## src/design/synth1_cfg_pkg.sv

```systemverilog
/*
 Package for the first synthesizer configuration register bank:
 register offsets, field positions, field widths, reset values and codes.
 Assumes byte-wide registers addressed by a plain 8-bit register index.
*/
package synth1_cfg_pkg;
  // ==========================================================
  // Register offsets
  localparam logic [7:0] OFS_CONTROL_B = 8'h39;
  localparam logic [7:0] OFS_INT_DIV_HIGH = 8'h3a;
  localparam logic [7:0] OFS_INT_DIV_LOW = 8'h3b;
  localparam logic [7:0] OFS_NUM_TOP = 8'h3c;
  localparam logic [7:0] OFS_NUM_MID = 8'h3d;
  localparam logic [7:0] OFS_NUM_LOW = 8'h3e;
  localparam logic [7:0] OFS_DEN_TOP = 8'h3f;
  localparam logic [7:0] OFS_DEN_MID = 8'h40;
  localparam logic [7:0] OFS_DEN_LOW = 8'h41;
  localparam logic [7:0] OFS_MOD_CTRL = 8'h42;
  localparam logic [7:0] OFS_FILTER_R2 = 8'h43;
  localparam int NUM_REGS = 11;

  // ==========================================================
  // Field positions and writable masks
  localparam int POS_SPARE = 5;
  localparam int POS_DOUBLER = 4;
  localparam int POS_DITHER = 2;
  localparam int POS_ORDER = 0;
  localparam logic [7:0] MASK_CONTROL_B = 8'h3f;
  localparam logic [7:0] MASK_NIBBLE = 8'h0f;
  localparam logic [7:0] MASK_SIX = 8'h3f;
  localparam logic [7:0] MASK_BYTE = 8'hff;

  // ==========================================================
  // Reset values
  localparam logic RST_SPARE = 1'b0;
  localparam logic RST_DOUBLER = 1'b1;
  localparam logic [3:0] RST_PUMP = 4'h8;
  localparam logic [7:0] RST_INT_DIV_HIGH = 8'h00;
  localparam logic [7:0] RST_INT_DIV_LOW = 8'h66;
  localparam logic [7:0] RST_ZERO = 8'h00;
  localparam logic [1:0] RST_DITHER = 2'h3;
  localparam logic [1:0] RST_ORDER = 2'h0;
  localparam logic [7:0] RST_FILTER_R2 = 8'h24;

  // ==========================================================
  // Codes
  localparam logic [11:0] INT_DIV_MIN_RATIO = 12'h001;
  localparam logic [3:0] PUMP_CODE_MAX = 4'h8;
  localparam logic [1:0] DITHER_WEAK = 2'h0;
  localparam logic [1:0] DITHER_MEDIUM = 2'h1;
  localparam logic [1:0] DITHER_STRONG = 2'h2;
  localparam logic [1:0] DITHER_OFF = 2'h3;
  localparam logic [1:0] ORDER_INTEGER = 2'h0;
endpackage : synth1_cfg_pkg

```

## src/design/cfg_byte_reg.sv

```systemverilog
/*
 One byte-wide configuration register with a writable-bit mask.
 Assumes a synchronised active-low reset; bits outside the mask hold zero.
*/
`timescale 1ns/1ps
module cfg_byte_reg #(
  parameter logic [7:0] MASK = 8'hff,
  parameter logic [7:0] RESET_VAL = 8'h00
) (
  input wire logic mclk,
  input wire logic rst_sync_n,
  input wire logic wr_en,
  input wire logic [7:0] wr_data,
  output logic [7:0] value
);
  typedef struct packed {
    logic [7:0] val;
  } reg_state_t;

  reg_state_t state_q;
  reg_state_t state_d;

  always_comb begin
    state_d = state_q;
    if (wr_en) begin
      state_d.val = wr_data & MASK;
    end
  end

  always_ff @(posedge mclk or negedge rst_sync_n) begin
    if (!rst_sync_n) begin
      state_q <= '{val: RESET_VAL & MASK};
    end else begin
      state_q <= state_d;
    end
  end

  assign value = state_q.val;
endmodule : cfg_byte_reg

```

## src/design/synth1_config_register_bank.sv

```systemverilog
/*
 Configuration register bank of the first fractional-N synthesizer.
 Assumes a plain register port on mclk: one-cycle read or write strobes,
 read data in the cycle after a read. Decoded settings leave on flops.
*/
// Decided for this implementation: the plain strobed port.
// Behaviour
// RULE_01 - Bit 4 of control register enables primary reference doubler, resets to one.
// RULE_02 - Bits 3:0 hold charge pump code, reset 0x8; codes 1-7 and 8 valid.
// RULE_03 - 12-bit integer divider from two registers; 0 and 1 both mean ratio one.
// RULE_04 - Integer divider resets to low byte 0x66, high nibble zero: ratio 102.
// RULE_05 - 22-bit fractional numerator spans three registers, all reset to zero.
// RULE_06 - 22-bit fractional denominator spans three registers, all reset to zero.
// RULE_07 - Dither field bits 3:2: weak, medium, strong, off; resets to off.
// RULE_08 - Order field bits 1:0: integer, first, second, third; resets to integer.
// RULE_09 - Six-bit loop filter R2 code in bits 5:0, resets to 0x24.
// RULE_10 - Reserved bits read zero and ignore writes.
`timescale 1ns/1ps
module synth1_config_register_bank (
  input wire logic mclk,
  input wire logic rst_n,
  input wire logic [7:0] reg_addr,
  input wire logic [7:0] reg_wdata,
  input wire logic reg_wr,
  input wire logic reg_rd,
  output logic [7:0] reg_rdata,
  output logic primary_ref_doubler_en,
  output logic [3:0] synth1_pump_current_code,
  output logic synth1_pump_code_valid,
  output logic [11:0] synth1_int_divider,
  output logic [11:0] synth1_int_ratio,
  output logic [21:0] synth1_frac_numerator,
  output logic [21:0] synth1_frac_denominator,
  output logic [1:0] synth1_dither_select,
  output logic synth1_dither_on,
  output logic [1:0] synth1_modulator_order,
  output logic synth1_fractional_mode,
  output logic [5:0] synth1_filter_resistor_code
);
  // ==========================================================
  // Reset release
  logic [1:0] rst_sync_q;
  logic rst_sync_n;

  always_ff @(posedge mclk or negedge rst_n) begin
    if (!rst_n) begin
      rst_sync_q <= 2'h0;
    end else begin
      rst_sync_q <= {rst_sync_q[0], 1'b1};
    end
  end
  assign rst_sync_n = rst_sync_q[1];

  // ==========================================================
  // Register array
  localparam logic [7:0] OFS [synth1_cfg_pkg::NUM_REGS] = '{
    synth1_cfg_pkg::OFS_CONTROL_B, synth1_cfg_pkg::OFS_INT_DIV_HIGH,
    synth1_cfg_pkg::OFS_INT_DIV_LOW, synth1_cfg_pkg::OFS_NUM_TOP,
    synth1_cfg_pkg::OFS_NUM_MID, synth1_cfg_pkg::OFS_NUM_LOW,
    synth1_cfg_pkg::OFS_DEN_TOP, synth1_cfg_pkg::OFS_DEN_MID,
    synth1_cfg_pkg::OFS_DEN_LOW, synth1_cfg_pkg::OFS_MOD_CTRL,
    synth1_cfg_pkg::OFS_FILTER_R2};
  // Reserved bits are masked off at write time [RULE_10]
  localparam logic [7:0] MASKS [synth1_cfg_pkg::NUM_REGS] = '{
    synth1_cfg_pkg::MASK_CONTROL_B, synth1_cfg_pkg::MASK_NIBBLE,
    synth1_cfg_pkg::MASK_BYTE, synth1_cfg_pkg::MASK_SIX,
    synth1_cfg_pkg::MASK_BYTE, synth1_cfg_pkg::MASK_BYTE,
    synth1_cfg_pkg::MASK_SIX, synth1_cfg_pkg::MASK_BYTE,
    synth1_cfg_pkg::MASK_BYTE, synth1_cfg_pkg::MASK_NIBBLE,
    synth1_cfg_pkg::MASK_SIX};
  localparam logic [7:0] RSTS [synth1_cfg_pkg::NUM_REGS] = '{
    {2'h0, synth1_cfg_pkg::RST_SPARE, synth1_cfg_pkg::RST_DOUBLER,
     synth1_cfg_pkg::RST_PUMP}, // [RULE_01] [RULE_02]
    synth1_cfg_pkg::RST_INT_DIV_HIGH, synth1_cfg_pkg::RST_INT_DIV_LOW, // [RULE_04]
    synth1_cfg_pkg::RST_ZERO, synth1_cfg_pkg::RST_ZERO, synth1_cfg_pkg::RST_ZERO, // [RULE_05]
    synth1_cfg_pkg::RST_ZERO, synth1_cfg_pkg::RST_ZERO, synth1_cfg_pkg::RST_ZERO, // [RULE_06]
    {4'h0, synth1_cfg_pkg::RST_DITHER, synth1_cfg_pkg::RST_ORDER}, // [RULE_07] [RULE_08]
    synth1_cfg_pkg::RST_FILTER_R2}; // [RULE_09]

  logic [7:0] regs [synth1_cfg_pkg::NUM_REGS];

  for (genvar i = 0; i < synth1_cfg_pkg::NUM_REGS; i++) begin : g_reg
    cfg_byte_reg #(
      .MASK(MASKS[i]),
      .RESET_VAL(RSTS[i])
    ) u_reg (
      .mclk(mclk),
      .rst_sync_n(rst_sync_n),
      .wr_en(reg_wr && (reg_addr == OFS[i])),
      .wr_data(reg_wdata),
      .value(regs[i])
    );
  end

  // ==========================================================
  // Read path and decoded outputs
  typedef struct packed {
    logic [7:0] rdata;
    logic doubler;
    logic [3:0] pump;
    logic pump_valid;
    logic [11:0] int_div;
    logic [11:0] int_ratio;
    logic [21:0] num;
    logic [21:0] den;
    logic [1:0] dither;
    logic dither_on;
    logic [1:0] order;
    logic frac_mode;
    logic [5:0] r2;
  } bank_state_t;

  bank_state_t state_q;
  bank_state_t state_d;
  logic [11:0] int_div_w;

  assign int_div_w = {regs[1][3:0], regs[2]}; // [RULE_03]

  always_comb begin
    state_d = state_q;
    // Unmapped addresses read zero
    state_d.rdata = 8'h00;
    if (reg_rd) begin
      for (int k = 0; k < synth1_cfg_pkg::NUM_REGS; k++) begin
        if (reg_addr == OFS[k]) begin
          state_d.rdata = regs[k]; // [RULE_10]
        end
      end
    end
    state_d.doubler = regs[0][synth1_cfg_pkg::POS_DOUBLER]; // [RULE_01]
    state_d.pump = regs[0][3:0]; // [RULE_02]
    // Code 0 and codes above 8 have no listed current
    state_d.pump_valid = (regs[0][3:0] != 4'h0) &&
                         (regs[0][3:0] <= synth1_cfg_pkg::PUMP_CODE_MAX); // [RULE_02]
    state_d.int_div = int_div_w; // [RULE_03]
    state_d.int_ratio = (int_div_w == 12'h000) ? synth1_cfg_pkg::INT_DIV_MIN_RATIO
                                               : int_div_w; // [RULE_03]
    state_d.num = {regs[3][5:0], regs[4], regs[5]}; // [RULE_05]
    state_d.den = {regs[6][5:0], regs[7], regs[8]}; // [RULE_06]
    state_d.dither = regs[9][synth1_cfg_pkg::POS_DITHER +: 2]; // [RULE_07]
    state_d.dither_on = regs[9][synth1_cfg_pkg::POS_DITHER +: 2] != synth1_cfg_pkg::DITHER_OFF; // [RULE_07]
    state_d.order = regs[9][synth1_cfg_pkg::POS_ORDER +: 2]; // [RULE_08]
    state_d.frac_mode = regs[9][synth1_cfg_pkg::POS_ORDER +: 2] != synth1_cfg_pkg::ORDER_INTEGER; // [RULE_08]
    state_d.r2 = regs[10][5:0]; // [RULE_09]
  end

  always_ff @(posedge mclk or negedge rst_sync_n) begin
    if (!rst_sync_n) begin
      state_q <= '{rdata: 8'h00,
                   doubler: synth1_cfg_pkg::RST_DOUBLER,
                   pump: synth1_cfg_pkg::RST_PUMP,
                   pump_valid: 1'b1,
                   int_div: {synth1_cfg_pkg::RST_INT_DIV_HIGH[3:0], synth1_cfg_pkg::RST_INT_DIV_LOW},
                   int_ratio: {synth1_cfg_pkg::RST_INT_DIV_HIGH[3:0], synth1_cfg_pkg::RST_INT_DIV_LOW},
                   num: 22'h0,
                   den: 22'h0,
                   dither: synth1_cfg_pkg::RST_DITHER,
                   dither_on: 1'b0,
                   order: synth1_cfg_pkg::RST_ORDER,
                   frac_mode: 1'b0,
                   r2: synth1_cfg_pkg::RST_FILTER_R2[5:0]};
    end else begin
      state_q <= state_d;
    end
  end

  assign reg_rdata = state_q.rdata;
  assign primary_ref_doubler_en = state_q.doubler;
  assign synth1_pump_current_code = state_q.pump;
  assign synth1_pump_code_valid = state_q.pump_valid;
  assign synth1_int_divider = state_q.int_div;
  assign synth1_int_ratio = state_q.int_ratio;
  assign synth1_frac_numerator = state_q.num;
  assign synth1_frac_denominator = state_q.den;
  assign synth1_dither_select = state_q.dither;
  assign synth1_dither_on = state_q.dither_on;
  assign synth1_modulator_order = state_q.order;
  assign synth1_fractional_mode = state_q.frac_mode;
  assign synth1_filter_resistor_code = state_q.r2;
endmodule : synth1_config_register_bank

```

## config.mk

```make
export PLATFORM = sky130hd
export DESIGN_NAME = synth1_config_register_bank
export DESIGN_NICKNAME = d
export VERILOG_FILES = /design/src/design/synth1_cfg_pkg.sv /design/src/design/cfg_byte_reg.sv /design/src/design/synth1_config_register_bank.sv
export SDC_FILE = /design/constraint.sdc
export NUM_CORES = 1
export LEC_CHECK = 0
export ABC_CLOCK_PERIOD_IN_PS = 13000
export BUFFER_PORTS_ARGS = -buffer_cell sky130_fd_sc_hd__buf_2
export CAP_MARGIN = 20
export CELL_PAD_IN_SITES_DETAIL_PLACEMENT = 0
export CELL_PAD_IN_SITES_GLOBAL_PLACEMENT = 1
export CORE_ASPECT_RATIO = 2
export CORE_MARGIN = 3
export CORE_UTILIZATION = 49
export CTS_BUF_LIST = sky130_fd_sc_hd__clkbuf_8 sky130_fd_sc_hd__clkbuf_16
export DETAILED_ROUTE_END_ITERATION = 10
export MAX_ROUTING_LAYER = met4
export PLACE_DENSITY_LB_ADDON = 0.1
export SKIP_CTS_REPAIR_TIMING = 1
export SLEW_MARGIN = 40
export SYNTH_ARGS = -nofsm -noshare
export SYNTH_HDL_FRONTEND = slang
export SYNTH_SLANG_ARGS = --single-unit
```

## constraint.sdc

```tcl
create_clock -name mclk -period 13 [get_ports mclk]
set_input_delay 2.6 -clock mclk [delete_from_list [all_inputs] [get_ports mclk]]
set_output_delay 2.6 -clock mclk [all_outputs]
set_load 0.1 [all_outputs]
```

# Word-level counts from Yosys, hierarchy flattened
# Cells that the tools add are included.
# classes
magnitude_cmp	1
eq_ne	12
muxes	13
reduce_logical	15
# ops
cell	n
8-bit two-way mux	11
8-bit by 6-bit == test with 1-bit output, second input constant	7
8-bit by 7-bit == test with 1-bit output, second input constant	4
1-bit logical AND	12
12-bit logical NOT	1
12-bit two-way mux	1
6-bit two-way mux	1
4-bit <= comparator, second input constant	1
4-bit nonzero test	1
2-bit != test, second input constant	1
2-bit nonzero test	1
# totals
reg_bits	168
in_bits	20
word_cells	66

# Depth between registers and ports, before layout
# Gate-level depths: netlist of the first run.
# logic_depth
ltp_word	13
depth_mapped	7

# Hierarchy
# From an unflattened synthesis of the first run, not the netlist that was laid out.
# unflattened
hier_cells	476
hier_area_um2	6912.9
# by_module_without_submodules
mod	instances	cells_per_inst	area_each_um2	seq_area_each_um2
synth1_config_register_bank	1	301	3803.6	2421.1
cfg_byte_reg (g_reg[4].u_reg ...)	4	17	331.6	200.2
cfg_byte_reg (g_reg[0].u_reg ...)	2	16	272.8	152.6
cfg_byte_reg (g_reg[3].u_reg ...)	2	16	270.3	150.1
cfg_byte_reg (g_reg[2].u_reg)	1	17	336.6	205.2
cfg_byte_reg (g_reg[9].u_reg)	1	13	181.4	102.6
cfg_byte_reg (g_reg[1].u_reg)	1	13	178.9	100.1

# Worst setup path after synthesis of the first run
# OpenSTA, ideal clock, no wires.
# synth_timing
path_type	input -> register
startpoint	input reg_addr[6]
endpoint	register g_reg[5].u_reg.state_q (netlist bit g_reg[5].u_reg.value[4])
setup_time_ns	0.125
t_arrival_ns	3.782
path_slack_ns	9.093
path_stages	5
path_buffers	1
cell_sequence	and4bb_4 > and3_4 > and3_1 > buf_2 > mux2_2
# synth_via
elab_chain_cells	2
# synth_lines
element	line	rtl
from (decl)	synth1_config_register_bank.sv:22	input wire logic [7:0] reg_addr,
8-bit by 6-bit == test with 1-bit output	synth1_config_register_bank.sv:89	.wr_en(reg_wr && (reg_addr == OFS[i])),
1-bit logical AND	synth1_config_register_bank.sv:89	
to (signal assigned)	cfg_byte_reg.sv:32	state_q <= '{val: RESET_VAL & MASK};
to (signal assigned)	cfg_byte_reg.sv:34	state_q <= state_d;
to (decl)	cfg_byte_reg.sv:20	reg_state_t state_q;
# No other way between the ends.
# A chain may end at the register's enable or synchronous reset.

# Final worst setup path of the first run
# layout_timing
startpoint	input reg_addr[1]
endpoint	register g_reg[5].u_reg.state_q (netlist bit g_reg[5].u_reg.value[6])
# The elaborated chain is that of the path after synthesis.

==> results of run 1 <==
[layout by cell type, fill, tap and decap left out, types with 3 or more instances in the layout]
| cell | synthesis | routed |
|---|---|---|
| a211oi_1 | 3 | 3 |
| a21oi_1 | 9 | 9 |
| a22oi_1 | 3 | 3 |
| and3_1 | 4 | 4 |
| buf_2 | 10 | 113 |
| bufinv_16 | 0 | 3 |
| clkbuf_16 | 0 | 17 |
| clkinv_4 | 0 | 3 |
| dfrtp_1 | 143 | 142 |
| dfstp_2 | 25 | 25 |
| inv_1 | 3 | 4 |
| inv_6 | 0 | 3 |
| inv_8 | 0 | 3 |
| mux2_1 | 7 | 7 |
| mux2_2 | 56 | 56 |
| mux2_4 | 12 | 12 |
| mux2i_1 | 3 | 3 |
| mux4_2 | 5 | 5 |
| nand2_1 | 9 | 9 |
| nand2b_1 | 3 | 3 |
| nand3_1 | 5 | 5 |
| nor2_1 | 12 | 12 |
| nor2b_1 | 6 | 6 |
| nor3_1 | 3 | 3 |
| o21ai_0 | 7 | 7 |
| o221ai_1 | 4 | 4 |
| o22ai_1 | 4 | 4 |
[power by group]
group	total [mW]	switching (mW)	internal, mW
combinational	0.172	0.142	0.0307
sequential	0.567	0.0160	0.551
clock	0.523	0.215	0.308
total	1.26	0.373	0.889
[per-layer routing]
layer / vias up / wire length [um] / global-route usage
met5: - / 0 / -
met4: 0 / 317 / 0.0829
met3: 22 / 581 / 0.0417
met2: 106 / 7380 / 0.359
met1: 1871 / 5430 / 0.248
li1: 1623 / - / -
[area by class of cell]
type | instances | share of cell area
Inverter | 3 | 0.00151
Sequential cell | 168 | 0.569
Timing Repair Buffer | 115 | 0.0789
Multi-Input combinational cell | 197 | 0.243
Clock buffer | 17 | 0.0571
Clock inverter | 15 | 0.0259
Tap cell | 147 | 0.0247
[synthesized netlist by cell type, types with 2 or more instances]
library cell / number / area [um2]
a2111oi_0: 2 / 17.5
a211oi_1: 3 / 22.5
a21oi_1: 9 / 45.0
a22oi_1: 3 / 22.5
a31o_2: 2 / 17.5
a31oi_1: 2 / 12.5
a32o_1: 2 / 20.0
and3_1: 4 / 25.0
and4_1: 2 / 17.5
buf_2: 10 / 50.1
buf_4: 2 / 15.0
clkbuf_1: 17 / 63.8
dfrtp_1: 143 / 3580
dfstp_2: 25 / 657
inv_1: 3 / 11.3
mux2_1: 7 / 78.8
mux2_2: 56 / 631
mux2_4: 12 / 180
mux2i_1: 3 / 30.0
mux4_2: 5 / 113
nand2_1: 9 / 33.8
nand2b_1: 3 / 18.8
nand3_1: 5 / 25.0
nand3_2: 2 / 20.0
nand4b_1: 2 / 17.5
nand4b_2: 2 / 30.0
nor2_1: 12 / 45.0
nor2b_1: 6 / 37.5
nor3_1: 3 / 15.0
nor4_1: 2 / 12.5
o21a_1: 2 / 15.0
o21ai_0: 7 / 35.0
o221ai_1: 4 / 35.0
o22ai_1: 4 / 25.0
or3_1: 2 / 12.5
[worst max-delay path by stage]
stage                                                to  slack [ps]                    start
floorplan           g_reg[0].u_reg.value[0]$_DFFE_PN0P_        8020  rst_sync_q[1]$_DFF_PN0_
global placement    g_reg[5].u_reg.value[4]$_DFFE_PN0P_        8470              reg_addr[1]
detailed placement  g_reg[5].u_reg.value[6]$_DFFE_PN0P_        8380              reg_addr[1]
CTS                 g_reg[5].u_reg.value[4]$_DFFE_PN0P_        8820              reg_addr[1]
global route        g_reg[5].u_reg.value[6]$_DFFE_PN0P_        8700              reg_addr[1]
finish              g_reg[5].u_reg.value[6]$_DFFE_PN0P_        8810              reg_addr[1]
[flip-flops by register name, summed over array words and instances (netlist names), 4 cells and up]
signal	flops
synth1_filter_resistor_code	6
synth1_frac_denominator	22
synth1_int_divider	12
g.u_reg.value	72
synth1_int_ratio	12
synth1_pump_current_code	4
synth1_frac_numerator	22
reg_rdata	8
[cells by family (layout without fill, tap and decap cells)]
kind of cell / count (synthesis) / in the layout / synth area share
AO/OA/AOI/OAI: 47 / 47 / 0.0529
XOR/XNOR: 1 / 1 / 0.00141
buffers and inverters: 34 / 150 / 0.0250
flip-flops: 168 / 168 / 0.683
multiplexers: 83 / 83 / 0.166
other: 1 / 1 / 0.000605
AND/OR/NAND/NOR: 65 / 65 / 0.0708
[per-stage QoR]
stage               setup slack, ps  power [mW]  instance area [um2]  hold slack (ps)   util
floorplan                      8020       0.716                 6200              331      -
global placement               8470       0.748                 6830              211  0.557
detailed placement             8380       0.750                 6830              227  0.557
CTS                            8820        1.27                 7450              232  0.607
global route                   8700        1.31                 7450              254  0.608
finish                         8810        1.26                 7450              224  0.608
==> impl_metrics.json, run 1 <==
{
  "synth_cell_type_count": 57,
  "core_area_um2": 12300,
  "end_kind": "flop",
  "setup_viol_count_final": 0,
  "grt-ovfl-total": 0,
  "reg2reg_setup_slack_ps": 11250,
  "clk_pin_slew_ps": 70,
  "dieArea_um2": 14100,
  "die_width_um": 85.6,
  "gp_congestion": 0.768,
  "cts_buffers": 17,
  "tightest_slew_ps": 831,
  "stdcell_count": 662,
  "crit_buf_inv": 2,
  "fmax_mhz": 239,
  "rsz0062_at_grt": "no",
  "period_share": 0.322,
  "nNetsFinal": 522,
  "routed_wl_mm": 13.7,
  "worst-path-stages": 5,
  "synth-seq-cells": 168,
  "grtUsageTotal": 0.212,
  "viasPerCell": 5.47,
  "dp_cells": 630,
  "async_flop_share": 1.00,
  "r2r_cells": 2,
  "rows": 57,
  "multi_input_area_um2": 1810,
  "setup_tns_ps": 0,
  "synthCells": 399,
  "drive_above_1_share": 0.505,
  "power_density_nw_per_um2": 169,
  "crit_chain": "buf_2 -> inv_1 -> nor2_1 -> and3_1 -> mux2_2",
  "dieHeight_um": 165,
  "h-tree-depth": 4,
  "grt_pass1_vias": 3832,
  "cts_root_buf": "clkbuf_16",
  "synth-edff-count": 0,
  "cp-start-kind": "input port",
  "syn_nets": 419,
  "maxSlewHeadroom": 0.446,
  "clockBufferDepth": 2,
  "drv_slew": 0,
  "syn_to_final_growth_pct": 20.2,
  "io_buffers": 113,
  "crit-reg2reg-launch": "rst_sync_q[1]$_DFF_PN0_",
  "avgSynthCellArea_um2": 15.5,
  "syn_area_um2": 6200,
  "reg2reg_to": "g_reg[0].u_reg.value[0]$_DFFE_PN0P_",
  "cp_top_family": "simple AND/OR/NAND/NOR gates",
  "cp_max_fo": 27,
  "maxCapViolations": 0,
  "clk_latency_ps": 420,
  "cts_tree": "built",
  "min_period_ps": 4190,
  "yosysWarnings": 0,
  "hold_viol": 0,
  "ys.flop_type": "dfrtp_1",
  "vdd_drop_max_uv": 121,
  "clock_skew_ps": 11.8,
  "initial_utilization": 0.506,
  "grt_max_degree": 77,
  "required_ps": 13300,
  "wl_per_cell_um": 20.7,
  "cpPeakStageDelay_ps": 450,
  "drt_iter0_markers": 216,
  "cts_sinks": 168,
  "ys_seq_area_frac": 0.683,
  "hpwl_mm": 9.56,
  "cp_data_arrival_time_ps": 4490,
  "path_class": "in2reg",
  "status": "finished, final reports clean",
  "grt_first_pass_wirelength_mm": 21.5,
  "seq_area_um2": 4240,
  "drcViolationCount": 0,
  "slowest_stage": "buf_2",
  "antenna_cells": 0,
  "dr.pass1.iters": 4,
  "antenna_found_initial": 0,
  "via_count": 3622,
  "ant_nets": 0,
  "p_leak_nw": 3.90,
  "num-fill-cells": 983,
  "min_path_type": "reg2async",
  "pin_count": 114
}
Power figures use the tool's default switching activity.
==> inputs of run 2 (changes only) <==
--- a/config.mk
+++ b/config.mk
@@ -5,14 +5,14 @@
 export SDC_FILE = /design/constraint.sdc
 export NUM_CORES = 1
 export LEC_CHECK = 0
-export ABC_CLOCK_PERIOD_IN_PS = 13000
+export ABC_CLOCK_PERIOD_IN_PS = 3900
 export BUFFER_PORTS_ARGS = -buffer_cell sky130_fd_sc_hd__buf_2
 export CAP_MARGIN = 20
 export CELL_PAD_IN_SITES_DETAIL_PLACEMENT = 0
 export CELL_PAD_IN_SITES_GLOBAL_PLACEMENT = 1
 export CORE_ASPECT_RATIO = 2
 export CORE_MARGIN = 3
-export CORE_UTILIZATION = 49
+export CORE_UTILIZATION = 45
 export CTS_BUF_LIST = sky130_fd_sc_hd__clkbuf_8 sky130_fd_sc_hd__clkbuf_16
 export DETAILED_ROUTE_END_ITERATION = 10
 export MAX_ROUTING_LAYER = met4
==> constraint.sdc (replaced) <==
create_clock -name mclk -period 3.9 [get_ports mclk]
set_input_delay 0.78 -clock mclk [delete_from_list [all_inputs] [get_ports mclk]]
set_output_delay 0.78 -clock mclk [all_outputs]
set_load 0.1 [all_outputs]
==> impl_metrics.json, run 2 (synthesis gave the netlist of run 1 again) <==
{
  "cp_max_fo": 1,
  "maxSlewHeadroom": 0.596,
  "sequentialPowerShare": 0.461,
  "rows": 60,
  "antenna_cells": 0,
  "swShare": 0.305,
  "final_common_cell": "dfrtp_1",
  "dieHeight_um": 172,
  "drcViolationCount": 0,
  "p_sw_mw": 1.25,
  "grt-ovfl-total": 0,
  "final_cell_mix": "142 x dfrtp_1, 112 x buf_2, 56 x mux2_2, 25 x dfstp_2, 17 x clkbuf_16",
  "hpwl_mm": 9.99,
  "cts_buffers": 17,
  "dr.pass1.iters": 4,
  "cts_sinks": 168,
  "grt_first_pass_wirelength_mm": 22.3,
  "die_width_um": 89.0,
  "ant_nets": 0,
  "route.met3.wl_um": 465,
  "worst-path-stages": 1,
  "fin_area_um2": 7440,
  "place_area_um2": 6860,
  "core_area_um2": 13400,
  "layout_setup_ws_ps": 1760,
  "antenna_found_initial": 0,
  "cp_top_family": "flip-flops",
  "grt_pass1_vias": 3867,
  "grtUsageTotal": 0.207,
  "min_path_type": "in2async",
  "clk_latency_ps": 420,
  "cts_tree": "built",
  "maxCapViolations": 0,
  "initial_utilization": 0.462,
  "largest_reg_flops": 72,
  "crit_buf_inv": 1,
  "setup_viol_count_final": 0,
  "via_count": 3625,
  "tightest_slew_ps": 590,
  "dp_cells": 639,
  "dieArea_um2": 15300,
  "clock_skew_ps": 7.22,
  "crit_chain": "buf_2",
  "setup_tns_ps": 0,
  "cp-start-kind": "flop",
  "reg2reg_setup_slack_ps": 2400,
  "rsz0062_at_grt": "no",
  "wl_per_cell_um": 21.4,
  "syn_to_final_growth_pct": 19.9,
  "p_clk_frac": 0.398,
  "required_ps": 3120,
  "place_ws_ps": 1160,
  "nNetsFinal": 523,
  "grt_max_degree": 94,
  "p_int_mw": 2.85,
  "cp_data_arrival_time_ps": 1360,
  "slowest_stage": "dfstp_2",
  "period_share": 0.550,
  "routed_wl_mm": 14.4,
  "cts_root_buf": "clkbuf_16",
  "path_class": "reg2out",
  "crit-reg2reg-launch": "g_reg[3].u_reg.value[2]$_DFFE_PN0P_",
  "h-tree-depth": 4,
  "postLayoutCoreUtil": 0.554,
  "power_density_nw_per_um2": 552,
  "vdd_drop_max_uv": 314,
  "r2r_cells": 4,
  "io_buffers": 113,
  "top_layer_used": "met4",
  "min_period_ps": 2140,
  "met1_length_mm": 5.70,
  "clk_pin_slew_ps": 70,
  "wl_met2_mm": 7.89,
  "viasPerCell": 5.40,
  "drt_iter0_markers": 155,
  "drive_above_1_share": 0.506,
  "hold_viol": 0,
  "end_kind": "primary output",
  "cpPeakStageDelay_ps": 520,
  "p_comb_frac": 0.141,
  "status": "finished, final reports clean",
  "drv_slew": 0,
  "stdcell_count": 671,
  "pin_count": 114,
  "p_leak_nw": 3.88,
  "clockBufferDepth": 2,
  "reg2reg_to": "reg_rdata[2]$_DFF_PN0_",
  "fmax_mhz": 466,
  "gp_congestion": 0.834
}
==> run 2: how the worst max path moves through the flow <==
stage | from | endpoint | slack [ps]
finish | synth1_filter_resistor_code[2]$_DFF_PN1_ | synth1_filter_resistor_code[2] | 1760
global route | synth1_int_ratio[6]$_DFF_PN1_ | synth1_int_ratio[6] | 1710
CTS | reg_addr[0] | g_reg[6].u_reg.value[4]$_DFFE_PN0P_ | 1600
detailed placement | reg_addr[0] | g_reg[6].u_reg.value[4]$_DFFE_PN0P_ | 1160
global placement | reg_addr[0] | g_reg[6].u_reg.value[4]$_DFFE_PN0P_ | 1190
floorplan | rst_sync_q[1]$_DFF_PN0_ | g_reg[0].u_reg.value[0]$_DFFE_PN0P_ | 1150
==> run 2: metrics by stage <==
stage / hold WS (ps) / power, mW
2_1_floorplan: 331 / 2.39
3_3_place_gp: 238 / 2.50
3_5_place_dp: 253 / 2.51
4_1_cts: 112 / 4.14
5_1_grt: 110 / 4.25
6_report: 126 / 4.10
==> run 2: power groups by stage <==
stage	clock network [mW]	logic, mW	registers (mW)
floorplan	0	0.109	2.28
global placement	0	0.576	1.92
detailed placement	0	0.580	1.93
CTS	1.66	0.582	1.89
global route	1.74	0.602	1.90
finish	1.63	0.577	1.89
==> run 2: final cells by class <==
type | count | area, um2
Clock inverter | 14 | 140
Inverter | 3 | 11.3
Multi-Input combinational cell | 197 | 1810
Fill cell | 1115 | 6000
Timing Repair Buffer | 116 | 603
Tap cell | 155 | 194
Sequential cell | 168 | 4240
Clock buffer | 18 | 439
==> run 2: layer usage <==
metal  global-route usage  vias to the layer above
li1                     -                     1626
met1                0.249                     1872
met2                0.346                      105
met3               0.0372                       22
met4               0.0778                        0
met5                    -                        -
==> inputs of run 3 (changes only) <==
--- a/config.mk
+++ b/config.mk
@@ -5,14 +5,14 @@
 export SDC_FILE = /design/constraint.sdc
 export NUM_CORES = 1
 export LEC_CHECK = 0
-export ABC_CLOCK_PERIOD_IN_PS = 3900
+export ABC_CLOCK_PERIOD_IN_PS = 1950
 export BUFFER_PORTS_ARGS = -buffer_cell sky130_fd_sc_hd__buf_2
 export CAP_MARGIN = 20
 export CELL_PAD_IN_SITES_DETAIL_PLACEMENT = 0
 export CELL_PAD_IN_SITES_GLOBAL_PLACEMENT = 1
 export CORE_ASPECT_RATIO = 2
 export CORE_MARGIN = 3
-export CORE_UTILIZATION = 45
+export CORE_UTILIZATION = 41
 export CTS_BUF_LIST = sky130_fd_sc_hd__clkbuf_8 sky130_fd_sc_hd__clkbuf_16
 export DETAILED_ROUTE_END_ITERATION = 10
 export MAX_ROUTING_LAYER = met4
==> constraint.sdc (replaced) <==
create_clock -name mclk -period 1.95 [get_ports mclk]
set_input_delay 0.39 -clock mclk [delete_from_list [all_inputs] [get_ports mclk]]
set_output_delay 0.39 -clock mclk [all_outputs]
set_load 0.1 [all_outputs]
==> impl_metrics.json, run 3 (synthesis gave the netlist of run 1 again) <==
{
  "antenna_found_initial": 0,
  "p_clk_frac": 0.401,
  "cp_top_family": "flip-flops",
  "hpwl_mm": 10.6,
  "p_int_mw": 5.88,
  "grt-ovfl-total": 0,
  "die_width_um": 93.0,
  "clock_skew_ps": 15.3,
  "required_ps": 1560,
  "final_common_cell": "dfrtp_1",
  "io_buffers": 113,
  "cts_buffers": 17,
  "reg2reg_to": "reg_rdata[3]$_DFF_PN0_",
  "initial_utilization": 0.419,
  "cts_tree": "built",
  "antenna_cells": 0,
  "dr.pass1.iters": 4,
  "dieArea_um2": 16700,
  "fin_area_um2": 7810,
  "drcViolationCount": 0,
  "p_sw_mw": 2.44,
  "period_share": 0.897,
  "maxSlewHeadroom": 0.650,
  "num-fill-cells": 1361,
  "cp_max_fo": 1,
  "gp_congestion": 0.808,
  "grt_first_pass_wirelength_mm": 23.0,
  "postLayoutCoreUtil": 0.527,
  "p_comb_frac": 0.144,
  "swShare": 0.293,
  "core_area_um2": 14800,
  "cts_sinks": 168,
  "fmax_mhz": 572,
  "rsz0062_at_grt": "no",
  "hold_viol": 0,
  "drt_iter0_markers": 96,
  "cts_root_buf": "clkbuf_16",
  "dieHeight_um": 180,
  "tightest_slew_ps": 518,
  "clk_pin_slew_ps": 70,
  "nNetsFinal": 555,
  "end_kind": "primary output",
  "wl_per_cell_um": 19.5,
  "path_class": "reg2out",
  "power_density_nw_per_um2": 1060,
  "p_leak_nw": 4.07,
  "drive_above_1_share": 0.533,
  "min_period_ps": 1750,
  "place_area_um2": 7200,
  "clockBufferDepth": 2,
  "slowest_stage": "dfstp_2",
  "grt_pass1_vias": 3996,
  "largest_reg_flops": 72,
  "cp_data_arrival_time_ps": 1360,
  "grt_max_degree": 72,
  "via_count": 3701,
  "routed_wl_mm": 14.5,
  "vdd_drop_max_uv": 642,
  "maxCapViolations": 0,
  "setup_tns_ps": 0,
  "reg2reg_setup_slack_ps": 350,
  "syn_to_final_growth_pct": 25.9,
  "viasPerCell": 4.98,
  "sequentialPowerShare": 0.454,
  "drv_slew": 0,
  "setup_viol_count_final": 0,
  "cpPeakStageDelay_ps": 520,
  "min_path_type": "in2async",
  "worst-path-stages": 1,
  "status": "finished, final reports clean",
  "grtUsageTotal": 0.191,
  "cp-start-kind": "flop",
  "rows": 63,
  "crit-reg2reg-launch": "g_reg[0].u_reg.value[3]$_DFFE_PN1P_",
  "power_mw": 8.31,
  "pin_count": 114,
  "ant_nets": 0,
  "r2r_cells": 5,
  "clk_latency_ps": 430,
  "final_cell_mix": "142 x dfrtp_1, 113 x buf_2, 56 x mux2_2, 28 x buf_4, 25 x dfstp_2",
  "crit_buf_inv": 1,
  "h-tree-depth": 4,
  "crit_chain": "buf_2"
}
[run 3: layer usage]
layer / track usage / vias up / part of all wire / routed length, um
li1: - / 1689 / - / -
met1: 0.213 / 1906 / 0.38 / 5450
met2: 0.339 / 89 / 0.58 / 8340
met3: 0.0289 / 17 / 0.031 / 451
met4: 0.0711 / 0 / 0.017 / 252
met5: - / - / 0 / 0
[run 3: per-stage QoR]
step / instances / hold WS (ps) / setup slack, ps
after floorplan: 399 / 94.4 / 225
after global placement: 710 / 175 / -46.6
after detailed placement: 710 / 175 / -15.8
after CTS: 742 / -284 / 183
after global routing: 743 / 268 / 166
final: 743 / 266 / 201
[run 3: how the worst max path moves through the flow]
stage                                             startpoint                                  end  slack [ps]
finish              synth1_filter_resistor_code[2]$_DFF_PN1_       synth1_filter_resistor_code[2]         200
global route        synth1_filter_resistor_code[2]$_DFF_PN1_       synth1_filter_resistor_code[2]         170
CTS                 synth1_filter_resistor_code[2]$_DFF_PN1_       synth1_filter_resistor_code[2]         180
detailed placement                               reg_addr[0]               reg_rdata[3]$_DFF_PN0_         -20
global placement                                 reg_addr[6]               reg_rdata[3]$_DFF_PN0_         -50
floorplan                            rst_sync_q[1]$_DFF_PN0_  g_reg[0].u_reg.value[0]$_DFFE_PN0P_         220
[run 3: area by class of cell]
| type | instances | area, um2 | share of cell area |
|---|---|---|---|
| tap | 195 | 244 | 0.0312 |
| timing repair buffer | 148 | 906 | 0.116 |
| clock inverter | 13 | 143 | 0.0183 |
| sequential | 168 | 4240 | 0.543 |
| multi-input combinational | 197 | 1810 | 0.232 |
| clock buffer | 19 | 453 | 0.0580 |
| inverter | 3 | 11.3 | 0.00144 |
[run 3: power groups by stage]
stage                     sequential [mW]  clock (mW)  combinational [mW]
after floorplan                      4.56           0               0.217
after global placement               3.84           0                1.20
after detailed placement             3.84           0                1.21
after CTS                            3.78        3.42                1.21
after global routing                 3.79        3.58                1.25
final                                3.78        3.34                1.20
